[src/rtl/sfm_pkg.sv]
package sfm_pkg;
    // fault category prefixes
    typedef enum logic [1:0] {
        SFM_CAT_NONE = 2'h0,
        SFM_CAT_F = 2'h1,
        SFM_CAT_E = 2'h2,
        SFM_CAT_U = 2'h3
    } sfm_cat_type;

    // displayed code numbers
    localparam logic [7:0] SFM_CODE_E24 = 8'h18;
    localparam logic [7:0] SFM_CODE_E36 = 8'h24;
    localparam logic [7:0] SFM_CODE_E39 = 8'h27;
    localparam logic [7:0] SFM_CODE_E41 = 8'h29;
    localparam logic [7:0] SFM_CODE_E60 = 8'h3c;
    localparam logic [7:0] SFM_CODE_E61 = 8'h3d;
    localparam logic [7:0] SFM_CODE_E62 = 8'h3e;
    localparam logic [7:0] SFM_CODE_E80 = 8'h50;
    localparam logic [7:0] SFM_CODE_E86 = 8'h56;
    localparam logic [7:0] SFM_CODE_E87 = 8'h57;
    localparam logic [7:0] SFM_CODE_E92 = 8'h5c;
    localparam logic [7:0] SFM_CODE_E93 = 8'h5d;
    localparam logic [7:0] SFM_CODE_E97 = 8'h61;
    localparam logic [7:0] SFM_CODE_E98 = 8'h62;
    localparam logic [7:0] SFM_CODE_U40 = 8'h28;
    localparam logic [7:0] SFM_CODE_U41 = 8'h29;
    localparam logic [7:0] SFM_CODE_U43 = 8'h2b;
    localparam logic [7:0] SFM_CODE_U51 = 8'h33;

    // timing
    localparam longint SFM_CLK_HZ = 40000000;
    localparam longint SFM_RES_HOLD_MS = 150000; // 2.5 min
    localparam longint SFM_MUTE_WIN_MS = 4000;   // 4 s
    localparam longint SFM_RES_HOLD_CYC = SFM_RES_HOLD_MS * SFM_CLK_HZ / 1000;
    localparam longint SFM_MUTE_WIN_CYC = SFM_MUTE_WIN_MS * SFM_CLK_HZ / 1000;
    localparam int SFM_CNT_W = 33;
    localparam int SFM_NFLT = 18;

    // fault slots, lowest index wins display
    localparam int SFM_F_E41 = 0;
    localparam int SFM_F_E80 = 1;
    localparam int SFM_F_E87 = 2;
    localparam int SFM_F_U43 = 3;
    localparam int SFM_F_U51 = 4;
    localparam int SFM_F_E24 = 5;
    localparam int SFM_F_E36 = 6;
    localparam int SFM_F_E39 = 7;
    localparam int SFM_F_E60 = 8;
    localparam int SFM_F_E61 = 9;
    localparam int SFM_F_E62 = 10;
    localparam int SFM_F_E92 = 11;
    localparam int SFM_F_E93 = 12;
    localparam int SFM_F_E97 = 13;
    localparam int SFM_F_E98 = 14;
    localparam int SFM_F_U40 = 15;
    localparam int SFM_F_U41 = 16;
    localparam int SFM_F_INT = 17;

    typedef enum logic [2:0] {
        SFM_MS_IDLE = 3'h1,
        SFM_MS_WAIT = 3'h2,
        SFM_MS_MUTED = 3'h4
    } sfm_mute_type;
endpackage

[src/rtl/sfm_monitor.sv]
`timescale 1ns/10ps
module sfm_monitor #(
    parameter longint RES_HOLD_CYC = sfm_pkg::SFM_RES_HOLD_CYC,
    parameter longint MUTE_WIN_CYC = sfm_pkg::SFM_MUTE_WIN_CYC
) (
    // clock and reset
    input wire logic clk,
    input wire logic rst_n,
    // signal line and read-back
    input wire logic sig_line_drv,
    input wire logic sig_line_rb,
    input wire logic other_line_drv,
    // field switchover pair
    input wire logic fswitch_a,
    input wire logic fswitch_b,
    input wire logic fswitch_strobe,
    // reset button and mode
    input wire logic reset_button,
    input wire logic [2:0] mode_sel,
    input wire logic supply_reversed,
    input wire logic startup_done,
    // internal condition reports
    input wire logic beam_cfg_fault,
    input wire logic resp_time_over,
    input wire logic blank_overlap,
    input wire logic [1:0] chan_corrupt,
    input wire logic internal_fault,
    // linked upstream safety outputs
    input wire logic link_safety_switch_output_skew,
    input wire logic link_no_pulses,
    // muting and protective field
    input wire logic mute_a,
    input wire logic mute_b,
    input wire logic field_clear,
    // results
    output logic safety_switch_output_a,
    output logic safety_switch_output_b,
    output logic muting_active,
    output logic locked,
    output sfm_pkg::sfm_cat_type code_cat,
    output logic [7:0] code_num
);
    import sfm_pkg::*;

    logic [SFM_NFLT-1:0] flt_q, flt_d, cond;
    logic [SFM_CNT_W-1:0] res_cnt_q, res_cnt_d, mw_cnt_q, mw_cnt_d;
    logic [2:0] mode_q, mode_d;
    logic run_q, run_d, other_q, lk_q, lk_d;
    logic ma_q, mb_q;
    logic mute_refuse_q, mute_refuse_d;
    sfm_mute_type ms_q, ms_d;
    sfm_cat_type cat_d;
    logic [7:0] num_d;
    logic outs_off;

    function automatic logic [7:0] code_of(input int idx);
        unique case (idx)
            SFM_F_E41: code_of = SFM_CODE_E41;
            SFM_F_E80: code_of = SFM_CODE_E80;
            SFM_F_E87: code_of = SFM_CODE_E87;
            SFM_F_U43: code_of = SFM_CODE_U43;
            SFM_F_U51: code_of = SFM_CODE_U51;
            SFM_F_E24: code_of = SFM_CODE_E24;
            SFM_F_E36: code_of = SFM_CODE_E36;
            SFM_F_E39: code_of = SFM_CODE_E39;
            SFM_F_E60: code_of = SFM_CODE_E60;
            SFM_F_E61: code_of = SFM_CODE_E61;
            SFM_F_E62: code_of = SFM_CODE_E62;
            SFM_F_E92: code_of = SFM_CODE_E92;
            SFM_F_E93: code_of = SFM_CODE_E93;
            SFM_F_E97: code_of = SFM_CODE_E97;
            SFM_F_E98: code_of = SFM_CODE_E98;
            SFM_F_U40: code_of = SFM_CODE_U40;
            SFM_F_U41: code_of = SFM_CODE_U41;
            default: code_of = 8'h00;
        endcase
    endfunction

    function automatic sfm_cat_type cat_of(input int idx);
        if (idx == SFM_F_INT) begin
            cat_of = SFM_CAT_F;
        end else if (idx == SFM_F_U43 || idx == SFM_F_U51 ||
                     idx == SFM_F_U40 || idx == SFM_F_U41) begin
            cat_of = SFM_CAT_U;
        end else begin
            cat_of = SFM_CAT_E;
        end
    endfunction

    // locking slots never clear without a reset (restart)
    function automatic logic is_lock(input int idx);
        is_lock = (idx == SFM_F_E41) || (idx == SFM_F_E80) ||
                  (idx == SFM_F_E87) || (idx == SFM_F_INT);
    endfunction

    // condition detection
    always_comb begin
        cond = '0;
        // mismatch only counts when the other line moved in the same cycle
        cond[SFM_F_E24] = (sig_line_drv != sig_line_rb) &&
                          (other_line_drv != other_q);
        cond[SFM_F_E36] = fswitch_strobe && (fswitch_a != fswitch_b);
        // released button must clear at once, the count only resets later
        cond[SFM_F_E39] = reset_button &&
                          (res_cnt_q >= SFM_CNT_W'(RES_HOLD_CYC));
        cond[SFM_F_E41] = run_q && supply_reversed;
        cond[SFM_F_E80] = !run_q && startup_done && reset_button;
        cond[SFM_F_E87] = run_q && (mode_sel != mode_q) &&
                          !supply_reversed;
        cond[SFM_F_E60] = beam_cfg_fault;
        cond[SFM_F_E61] = resp_time_over;
        cond[SFM_F_E62] = blank_overlap;
        cond[SFM_F_E92] = chan_corrupt[0];
        cond[SFM_F_E93] = chan_corrupt[1];
        cond[SFM_F_E97] = link_safety_switch_output_skew;
        cond[SFM_F_E98] = link_no_pulses;
        cond[SFM_F_U40] = (ms_q == SFM_MS_IDLE) && (mute_a != ma_q) &&
                          (mute_b != mb_q);
        cond[SFM_F_U41] = (ms_q == SFM_MS_WAIT) &&
                          (mw_cnt_q >= SFM_CNT_W'(MUTE_WIN_CYC));
        cond[SFM_F_U43] = (ms_q == SFM_MS_MUTED) && !(mute_a && mute_b) &&
                          !field_clear;
        cond[SFM_F_U51] = (mute_a ^ mute_b) && !field_clear &&
                          (ms_q != SFM_MS_MUTED);
        cond[SFM_F_INT] = internal_fault;
    end

    // fault flags: locking ones stick, auto ones follow condition
    always_comb begin
        for (int i = 0; i < SFM_NFLT; i++) begin
            if (is_lock(i)) begin
                flt_d[i] = flt_q[i] | cond[i];
            end else if (i == SFM_F_U43 || i == SFM_F_U51) begin
                // output-off usage faults hold until field clear again
                flt_d[i] = cond[i] | (flt_q[i] & !field_clear);
            end else begin
                flt_d[i] = cond[i];
            end
        end
        lk_d = |(flt_d & {1'b1, 13'h0000, 4'h7});
    end

    // timers, mode capture and muting sequence
    always_comb begin
        res_cnt_d = reset_button ? res_cnt_q : '0;
        if (reset_button && res_cnt_q < SFM_CNT_W'(RES_HOLD_CYC)) begin
            res_cnt_d = res_cnt_q + SFM_CNT_W'(1);
        end
        run_d = run_q | (startup_done & !reset_button);
        mode_d = run_q ? mode_q : mode_sel;
        mw_cnt_d = '0;
        ms_d = ms_q;
        mute_refuse_d = mute_refuse_q;
        // refusal lasts until the protective field is violated
        if (!field_clear) begin
            mute_refuse_d = 1'b0;
        end
        unique case (ms_q)
            SFM_MS_IDLE: begin
                if (cond[SFM_F_U40]) begin
                    mute_refuse_d = 1'b1;
                end else if ((mute_a ^ mute_b) && !mute_refuse_q) begin
                    ms_d = SFM_MS_WAIT;
                end
            end
            SFM_MS_WAIT: begin
                mw_cnt_d = mw_cnt_q + SFM_CNT_W'(1);
                if (cond[SFM_F_U41]) begin
                    ms_d = SFM_MS_IDLE;
                    mute_refuse_d = 1'b1;
                end else if (mute_a && mute_b) begin
                    ms_d = SFM_MS_MUTED;
                end else if (!mute_a && !mute_b) begin
                    ms_d = SFM_MS_IDLE;
                end
            end
            SFM_MS_MUTED: begin
                if (!(mute_a && mute_b)) begin
                    ms_d = SFM_MS_IDLE;
                end
            end
            default: ms_d = SFM_MS_IDLE;
        endcase
    end

    // display: highest priority active slot, category prefix per code
    always_comb begin
        cat_d = SFM_CAT_NONE;
        num_d = 8'h00;
        for (int i = SFM_NFLT - 1; i >= 0; i--) begin
            if (flt_q[i]) begin
                cat_d = cat_of(i);
                num_d = code_of(i);
            end
        end
    end

    // outputs off on any locking fault or field-breach usage fault
    assign outs_off = lk_q || flt_q[SFM_F_U43] || flt_q[SFM_F_U51] ||
                      (!field_clear && ms_q != SFM_MS_MUTED);

    always_ff @(posedge clk or negedge rst_n) begin
        if (!rst_n) begin
            flt_q <= '0;
            res_cnt_q <= '0;
            mw_cnt_q <= '0;
            mode_q <= 3'h0;
            run_q <= 1'b0;
            other_q <= 1'b0;
            lk_q <= 1'b0;
            ma_q <= 1'b0;
            mb_q <= 1'b0;
            mute_refuse_q <= 1'b0;
            ms_q <= SFM_MS_IDLE;
            code_cat <= SFM_CAT_NONE;
            code_num <= 8'h00;
            safety_switch_output_a <= 1'b0;
            safety_switch_output_b <= 1'b0;
            muting_active <= 1'b0;
        end else begin
            flt_q <= flt_d;
            res_cnt_q <= res_cnt_d;
            mw_cnt_q <= mw_cnt_d;
            mode_q <= mode_d;
            run_q <= run_d;
            other_q <= other_line_drv;
            lk_q <= lk_d;
            ma_q <= mute_a;
            mb_q <= mute_b;
            mute_refuse_q <= mute_refuse_d;
            ms_q <= ms_d;
            code_cat <= cat_d;
            code_num <= num_d;
            safety_switch_output_a <= run_q && !outs_off;
            safety_switch_output_b <= run_q && !outs_off;
            muting_active <= (ms_d == SFM_MS_MUTED);
        end
    end

    assign locked = lk_q;

    // checks
    lock_holds_a: assert property (@(posedge clk) disable iff (!rst_n)
        lk_q |=> lk_q) else $error("lock released without restart");
    lock_outs_off_a: assert property (@(posedge clk) disable iff (!rst_n)
        lk_q |=> !safety_switch_output_a && !safety_switch_output_b)
        else $error("outputs on while locked");
    e87_lock_a: assert property (@(posedge clk) disable iff (!rst_n)
        cond[SFM_F_E87] |=> flt_q[SFM_F_E87] ##1 lk_q)
        else $error("mode change did not lock");
    e39_time_a: assert property (@(posedge clk) disable iff (!rst_n)
        !reset_button |=> !flt_q[SFM_F_E39])
        else $error("e39 without held button");
    e24_auto_a: assert property (@(posedge clk) disable iff (!rst_n)
        !cond[SFM_F_E24] |=> !flt_q[SFM_F_E24])
        else $error("e24 not auto cleared");
    u51_off_a: assert property (@(posedge clk) disable iff (!rst_n)
        flt_q[SFM_F_U51] |=> !safety_switch_output_a)
        else $error("u51 left outputs on");
    u43_off_a: assert property (@(posedge clk) disable iff (!rst_n)
        cond[SFM_F_U43] |=> ##1 !safety_switch_output_b)
        else $error("u43 left outputs on");
    u40_refuse_a: assert property (@(posedge clk) disable iff (!rst_n)
        cond[SFM_F_U40] && field_clear |=> mute_refuse_q && !muting_active)
        else $error("muting not refused after u40");
    u41_refuse_a: assert property (@(posedge clk) disable iff (!rst_n)
        cond[SFM_F_U41] |=> ms_q == SFM_MS_IDLE)
        else $error("late muting accepted");
    cat_map_a: assert property (@(posedge clk) disable iff (!rst_n)
        flt_q == (18'h1 << SFM_F_U51) |=> code_cat == SFM_CAT_U &&
        code_num == SFM_CODE_U51) else $error("wrong category");
    e36_auto_a: assert property (@(posedge clk) disable iff (!rst_n)
        cond[SFM_F_E36] |=> flt_q[SFM_F_E36])
        else $error("e36 missed");

    mute_ok_c: cover property (@(posedge clk) disable iff (!rst_n)
        ms_q == SFM_MS_WAIT ##1 ms_q == SFM_MS_MUTED);
    lock_c: cover property (@(posedge clk) disable iff (!rst_n) $rose(lk_q));
    u41_c: cover property (@(posedge clk) disable iff (!rst_n)
        cond[SFM_F_U41]);
    u51_c: cover property (@(posedge clk) disable iff (!rst_n)
        $rose(flt_q[SFM_F_U51]));
endmodule

[config.mk]
export PLATFORM = sky130hd
export DESIGN_NAME = sfm_monitor
export DESIGN_NICKNAME = d
export VERILOG_FILES = /design/src/rtl/sfm_pkg.sv /design/src/rtl/sfm_monitor.sv
export SDC_FILE = /design/constraint.sdc
export NUM_CORES = 1
export LEC_CHECK = 0
export BUFFER_PORTS_ARGS = -buffer_cell sky130_fd_sc_hd__buf_2
export CAP_MARGIN = 20
export CORE_MARGIN = 2
export CORE_UTILIZATION = 49
export CTS_CLUSTER_SIZE = 28
export DETAILED_ROUTE_END_ITERATION = 16
export PLACE_DENSITY = 0.67
export SETUP_SLACK_MARGIN = 0.1
export SLEW_MARGIN = 10
export SYNTH_ARGS = -nofsm -noshare
export SYNTH_HDL_FRONTEND = slang
export SYNTH_SLANG_ARGS = --single-unit
[constraint.sdc]
create_clock -name clk -period 2.1 [get_ports clk]
set_input_delay 0.105 -clock clk [delete_from_list [all_inputs] [get_ports clk]]
set_output_delay 0.105 -clock clk [all_outputs]
set_load 0.01 [all_outputs]
=== Yosys cells after proc, flatten, opt, wreduce, memory -nomap -nowiden ===
Cells that the tools add are included.

* Register bits: 108
* Bits of input ports: 25

* Add/sub/neg operators: 2
* $lt $le $gt $ge: 3
* Eq/ne operators: 12
* Muxes and demuxes: 49
* Bitwise gates (word level): 11
* Reductions and logical operators: 34

{| class="wikitable"
|+ Operator list
! kind !! count
|-
| $mux W8 || 16
|-
| $mux W33 || 3
|-
| $add A33 B1 Y33 const B || 2
|-
| $mux W2 || 17
|-
| $ge A33 B28 Y1 const B || 1
|-
| $ge A33 B33 Y1 const B || 1
|-
| $lt A33 B33 Y1 const B || 1
|-
| $logic_and A1 B1 Y1 || 21
|-
| $mux W3 || 6
|-
| $logic_not A1 Y1 || 9
|-
| $pmux W3 S3 || 1
|-
| $or A1 B1 Y1 || 7
|-
| $eq A3 B3 Y1 const B || 2
|-
| $mux W6 || 1
|-
| $ne A1 B1 Y1 || 5
|-
| $mux W1 || 4
|-
| $reduce_or A4 Y1 || 1
|-
| $and A1 B1 Y1 || 3
|-
| $eq A3 B1 Y1 const B || 1
|-
| $eq A3 B2 Y1 const B || 1
|-
| $logic_or A1 B1 Y1 || 3
|-
| $ne A3 B3 Y1 || 1
|-
| $ne A3 B3 Y1 const B || 1
|-
| $ne A2 B1 Y1 const B || 1
|-
| 2 further kinds || 2
|}

=== Depth between registers and ports, before layout ===
* Depth in word-level cells: 18
* Mapped depth: 8
* Depth with buffers taken out: 7

=== Least setup slack after synthesis ===
No wires, ideal clock.

* Path kind: register to register
* Start point: register res_cnt_q[20]
* End point: register res_cnt_q[30]
* Library setup time: 78 ps
* Data arrival time: 1836 ps
* Data required time: 2022 ps
* Slack: 186 ps
* Cell stages (with the launch flop): 8
* Path buffers: 2
* Clock period less this slack: 1914 ps
* Path through: dfrtp_1 -> nor3_1 -> a31oi_1 -> o31a_1 -> buf_4 -> buf_6 -> or4_1 -> a21oi_1

* Cells in the longest elaborated chain, start to end: 3
* Elaborated cells between the ends (all ways): 5

{| class="wikitable"
|+ RTL lines
! element !! line !! RTL
|-
| start: declaration || sfm_monitor.sv:46 || <nowiki>logic [SFM_CNT_W-1:0] res_cnt_q, res_cnt_d, mw_cnt_q, mw_cnt_d;</nowiki>
|-
| start signal: assignment || sfm_monitor.sv:222 || <nowiki>res_cnt_q <= res_cnt_d;</nowiki>
|-
| $lt A33 B33 Y1 || sfm_monitor.sv:146 || <nowiki>if (reset_button && res_cnt_q < SFM_CNT_W'(RES_HOLD_CYC)) begin</nowiki>
|-
| $logic_and A1 B1 Y1 || sfm_monitor.sv:146 ||
|-
| $ne A2 B1 Y1 (no line) or $mux W33 (tied branches) || -- ||
|}

Several ways; a longest one is shown, not always the timed one.
A chain may end at the register's enable or synchronous reset.

=== Worst setup path in the final report ===
* Start point: register res_cnt_q[12]
* End point: register res_cnt_q[11]

* Cells in the longest elaborated chain, start to end: 3
* Elaborated cells between the ends (all ways): 4

{| class="wikitable"
|+ RTL lines
! element !! line
|-
| $lt A33 B33 Y1 * || sfm_monitor.sv:146
|-
| $logic_and A1 B1 Y1 * || sfm_monitor.sv:146
|-
| $ne A2 B1 Y1 (no line) or $mux W33 (tied branches) || --
|}

Every way passes the cells marked *; elsewhere a longest branch is shown, timed or not.

==> impl_metrics.yaml <==
worst_setup_path:
  worstPathCellList: "nand4_1, nor3_1, o31a_1, buf_12, or4_1, a21oi_1"
  cp.buffers_inverters: 1
  cp-startpoint: "res_cnt_q[12]"
  crit_required_ns: 2.39
  crit_family: "simple AND/OR/NAND/NOR gates"
  critical_path.max_fanout: 29
  worstPathArrival_ns: 2.33
  cp.depth: 6
  critical_path_class: "register to register"
  slowest_delay_ns: 0.50
  cp-start-kind: "register"
  cp-end-kind: "register"
  crit_slowest_cell: "or4_1"
  reg2reg_depth: 6
  r2r-start: "res_cnt_q[12]"
cells_and_area:
  synthToLayoutAreaGrowth_pct: 19.2
  fin_cells: 770
  final_nets: 657
  layout-drive-gt1-share_pct: 19.0
  utilization_pct: 59.2
  num_antenna_cells: 0
global_route:
  grt_pass1_wl_um: 19500
  first_global_vias: 4328
  grt_util_all_layers_pct: 20.6
  overflow: 0
  antenna_found_initial: 0
  grt_max_degree: 108
pwr:
  total_power_uw: 3680
  ir_drop_mv: 0.348
  leakage_uw: 0.00261
  p_per_area_nw_per_um2: 581
place:
  dp_hpwl_um: 7680
  portBuffers: 37
  dp.cells: 723
  place_congestion: 0.914
sta:
  max_slew_margin_pct: 60.7
  clock_skew_ns: 0.0112
  setup_viol: 0
  period_share_pct: 97.1
  rsz0062_at_grt: "yes"
  worst_pin_slew_ns: 0.589
  slew_viol_final: 0
  layout_min_cycle_time_ns: 2.04
  fmax_mhz: 490
  hold_viol_final: 0
cts:
  clock-sinks: 107
  cts_made_buffers: 9
  max-clock-path-buffers: 2
  cts_root_buf: "clkbuf_8"
  clkTransAtPathRegs_ns: 0.10
  clk_latency_ns: 0.37
  htree_levels: 3
  cts_tree: "done"
floorplanning:
  start_util_pct: 49.7
  die_h_um: 108
  rows: 38
  pin_count: 39
  coreArea_um2: 10700
  dieArea_um2: 11700
  die_w_um: 108
logic_synthesis:
  synth.avg_cell_area_um2: 9.68
  ys_warn_count: 0
  synth_top_area_cell: "dfrtp_1"
  ys.flop_type: "dfrtp_1"
  synth_seq_cells: 107
  syn_area_um2: 5310
  synth_area_leaders: "dfrtp_1, nor2_1, a21oi_1, xnor2_1, nand2_1"
  ys_types: 56
  synthMostInstantiatedCell: "dfrtp_1"
  syn_nets: 580
  postSynth.asyncResetShare_pct: 100
  yosysSeqAreaShare_pct: 50.4
  synth-edff-count: 0
  netlist_top_cells_count: "dfrtp_1, nor2_1, nand2_1"
  yosysTopAreaCellShare_pct: 49.9
  synthCells: 549
drt:
  wl_per_cell_um: 15.1
  vias: 4363
  drc: 0
  avgViaCountPerCell: 5.67
  wl_um: 11600
  ant_nets: 0
  drtIter0Drc: 241
  dr.pass1.iters: 5
status:
  status: "complete, no violations"
min_path:
  hold_path_depth: 3
  hold_path.startpoint: "fswitch_a"
  hold_path_class: "input pin to register"
job:
  cap_violations: 0
routing by layer:
metal / up-vias / share of wire [%] / global-route usage [%]
met1: 2131 / 45 / 26.4
li1: 2111 / - / -
met2: 99 / 48 / 34.7
met5: - / 0 / 0
met3: 22 / 4.0 / 2.95
met4: 0 / 2.2 / 9.43
stage by stage:
step | setup TNS (ns) | worst slack [ns] | area (um2) | hold WS, ns
2_1_floorplan | 0 | 0.186 | 5310 | -0.191
3_5_place_dp | -0.0646 | -0.0591 | 5740 | 0.215
5_1_grt | 0 | 0.00598 | 6330 | 0.0527
4_1_cts | 0 | 0.0478 | 6180 | 0.0389
6_report | 0 | 0.0601 | 6330 | 0.0635
3_3_place_gp | 0 | 0.0694 | 5740 | 0.216
logic make-up (layout without fill, tap and decap cells):
family                   count (synthesis)  count (layout)  share of synthesized area, %
XOR/XNOR                                32              32                          5.27
multiplexers                            11              11                          2.14
AO/OA/AOI/OAI                          106             106                          12.4
other                                    1               1                        0.0706
buffers and inverters                   47             128                          3.88
adder cells (fa/ha/maj)                  6               6                          1.41
flip-flops                             107             107                          50.4
AND/OR/NAND/NOR                        239             239                          24.4
registers in the layout, summed over array words and instances (netlist names):
| signal | count |
|---|---|
| mw_cnt_q | 33 |
| res_cnt_q | 33 |
| flt_q | 18 |
| code_num | 7 |
| mode_q | 3 |
| ms_q | 3 |
| code_cat | 2 |
| locked | 1 |
| ma_q | 1 |
| mb_q | 1 |
| mute_refuse_q | 1 |
| muting_active | 1 |
| other_q | 1 |
| run_q | 1 |
| safety_switch_output_b | 1 |
worst min-delay path, stage by stage:
cell and delay, ns:
buf_2 0.08, xor2_1 0.06, and2_1 0.15
final cells by class:
class | instances | area [um2]
fillers | 876 | 4360
flip-flops and latches | 107 | 2680
multi-input cells | 395 | 2530
repair buffers | 89 | 673
well taps | 140 | 175
clock buffers | 11 | 151
inverters | 24 | 90.1
clock inverters | 4 | 26.3
where the power goes:
part	total, uW	switching, uW	internal (uW)
clock	1170	681	488
combinational	318	178	140
sequential	2200	67.0	2130
total	3680	926	2760
cell usage in the layout (no fill, tap or decap), drive strengths merged, types with 3 or more instances in the layout:
cell,n
dfrtp,106
buf,68
nor2,55
nand2,45
a21oi,38
nand3,25
inv,24
o21ai,22
dlygate4sd3,21
nor3,21
xnor2,20
nand4,18
or3,16
or4,15
o31ai,14
xor2,12
clkbuf,11
nor4,9
nand2b,8
mux2i,8
ha,6
a21o,5
nor4b,5
a31oi,4
and3,4
o41ai,4
and4,4
and2,3
a211o,3
or2,3
mux2,3
nor3b,3
o21a,3
clkinv,3
what timing repair did:
item                                   CTS  global route
endpoints found under the hold margin  128             0
gates cloned                             0             1
setup endpoints to repair               17            39
pin swaps                                0            10
hold buffers                            21             0
buffers inserted                         2             8
gates resized for setup                  8            23
worst paths after layout:
check                                endpoint  slack (ns)
max in group asynchronous       res_cnt_q[15]        1.30
worst max register to register  res_cnt_q[11]        0.06
min in group asynchronous       muting_active        0.29
worst min-delay path                 flt_q[6]        0.06
worst max-delay path            res_cnt_q[11]        0.06
worst min register to register  mute_refuse_q        0.49
Power figures use the tool's default switching activity.
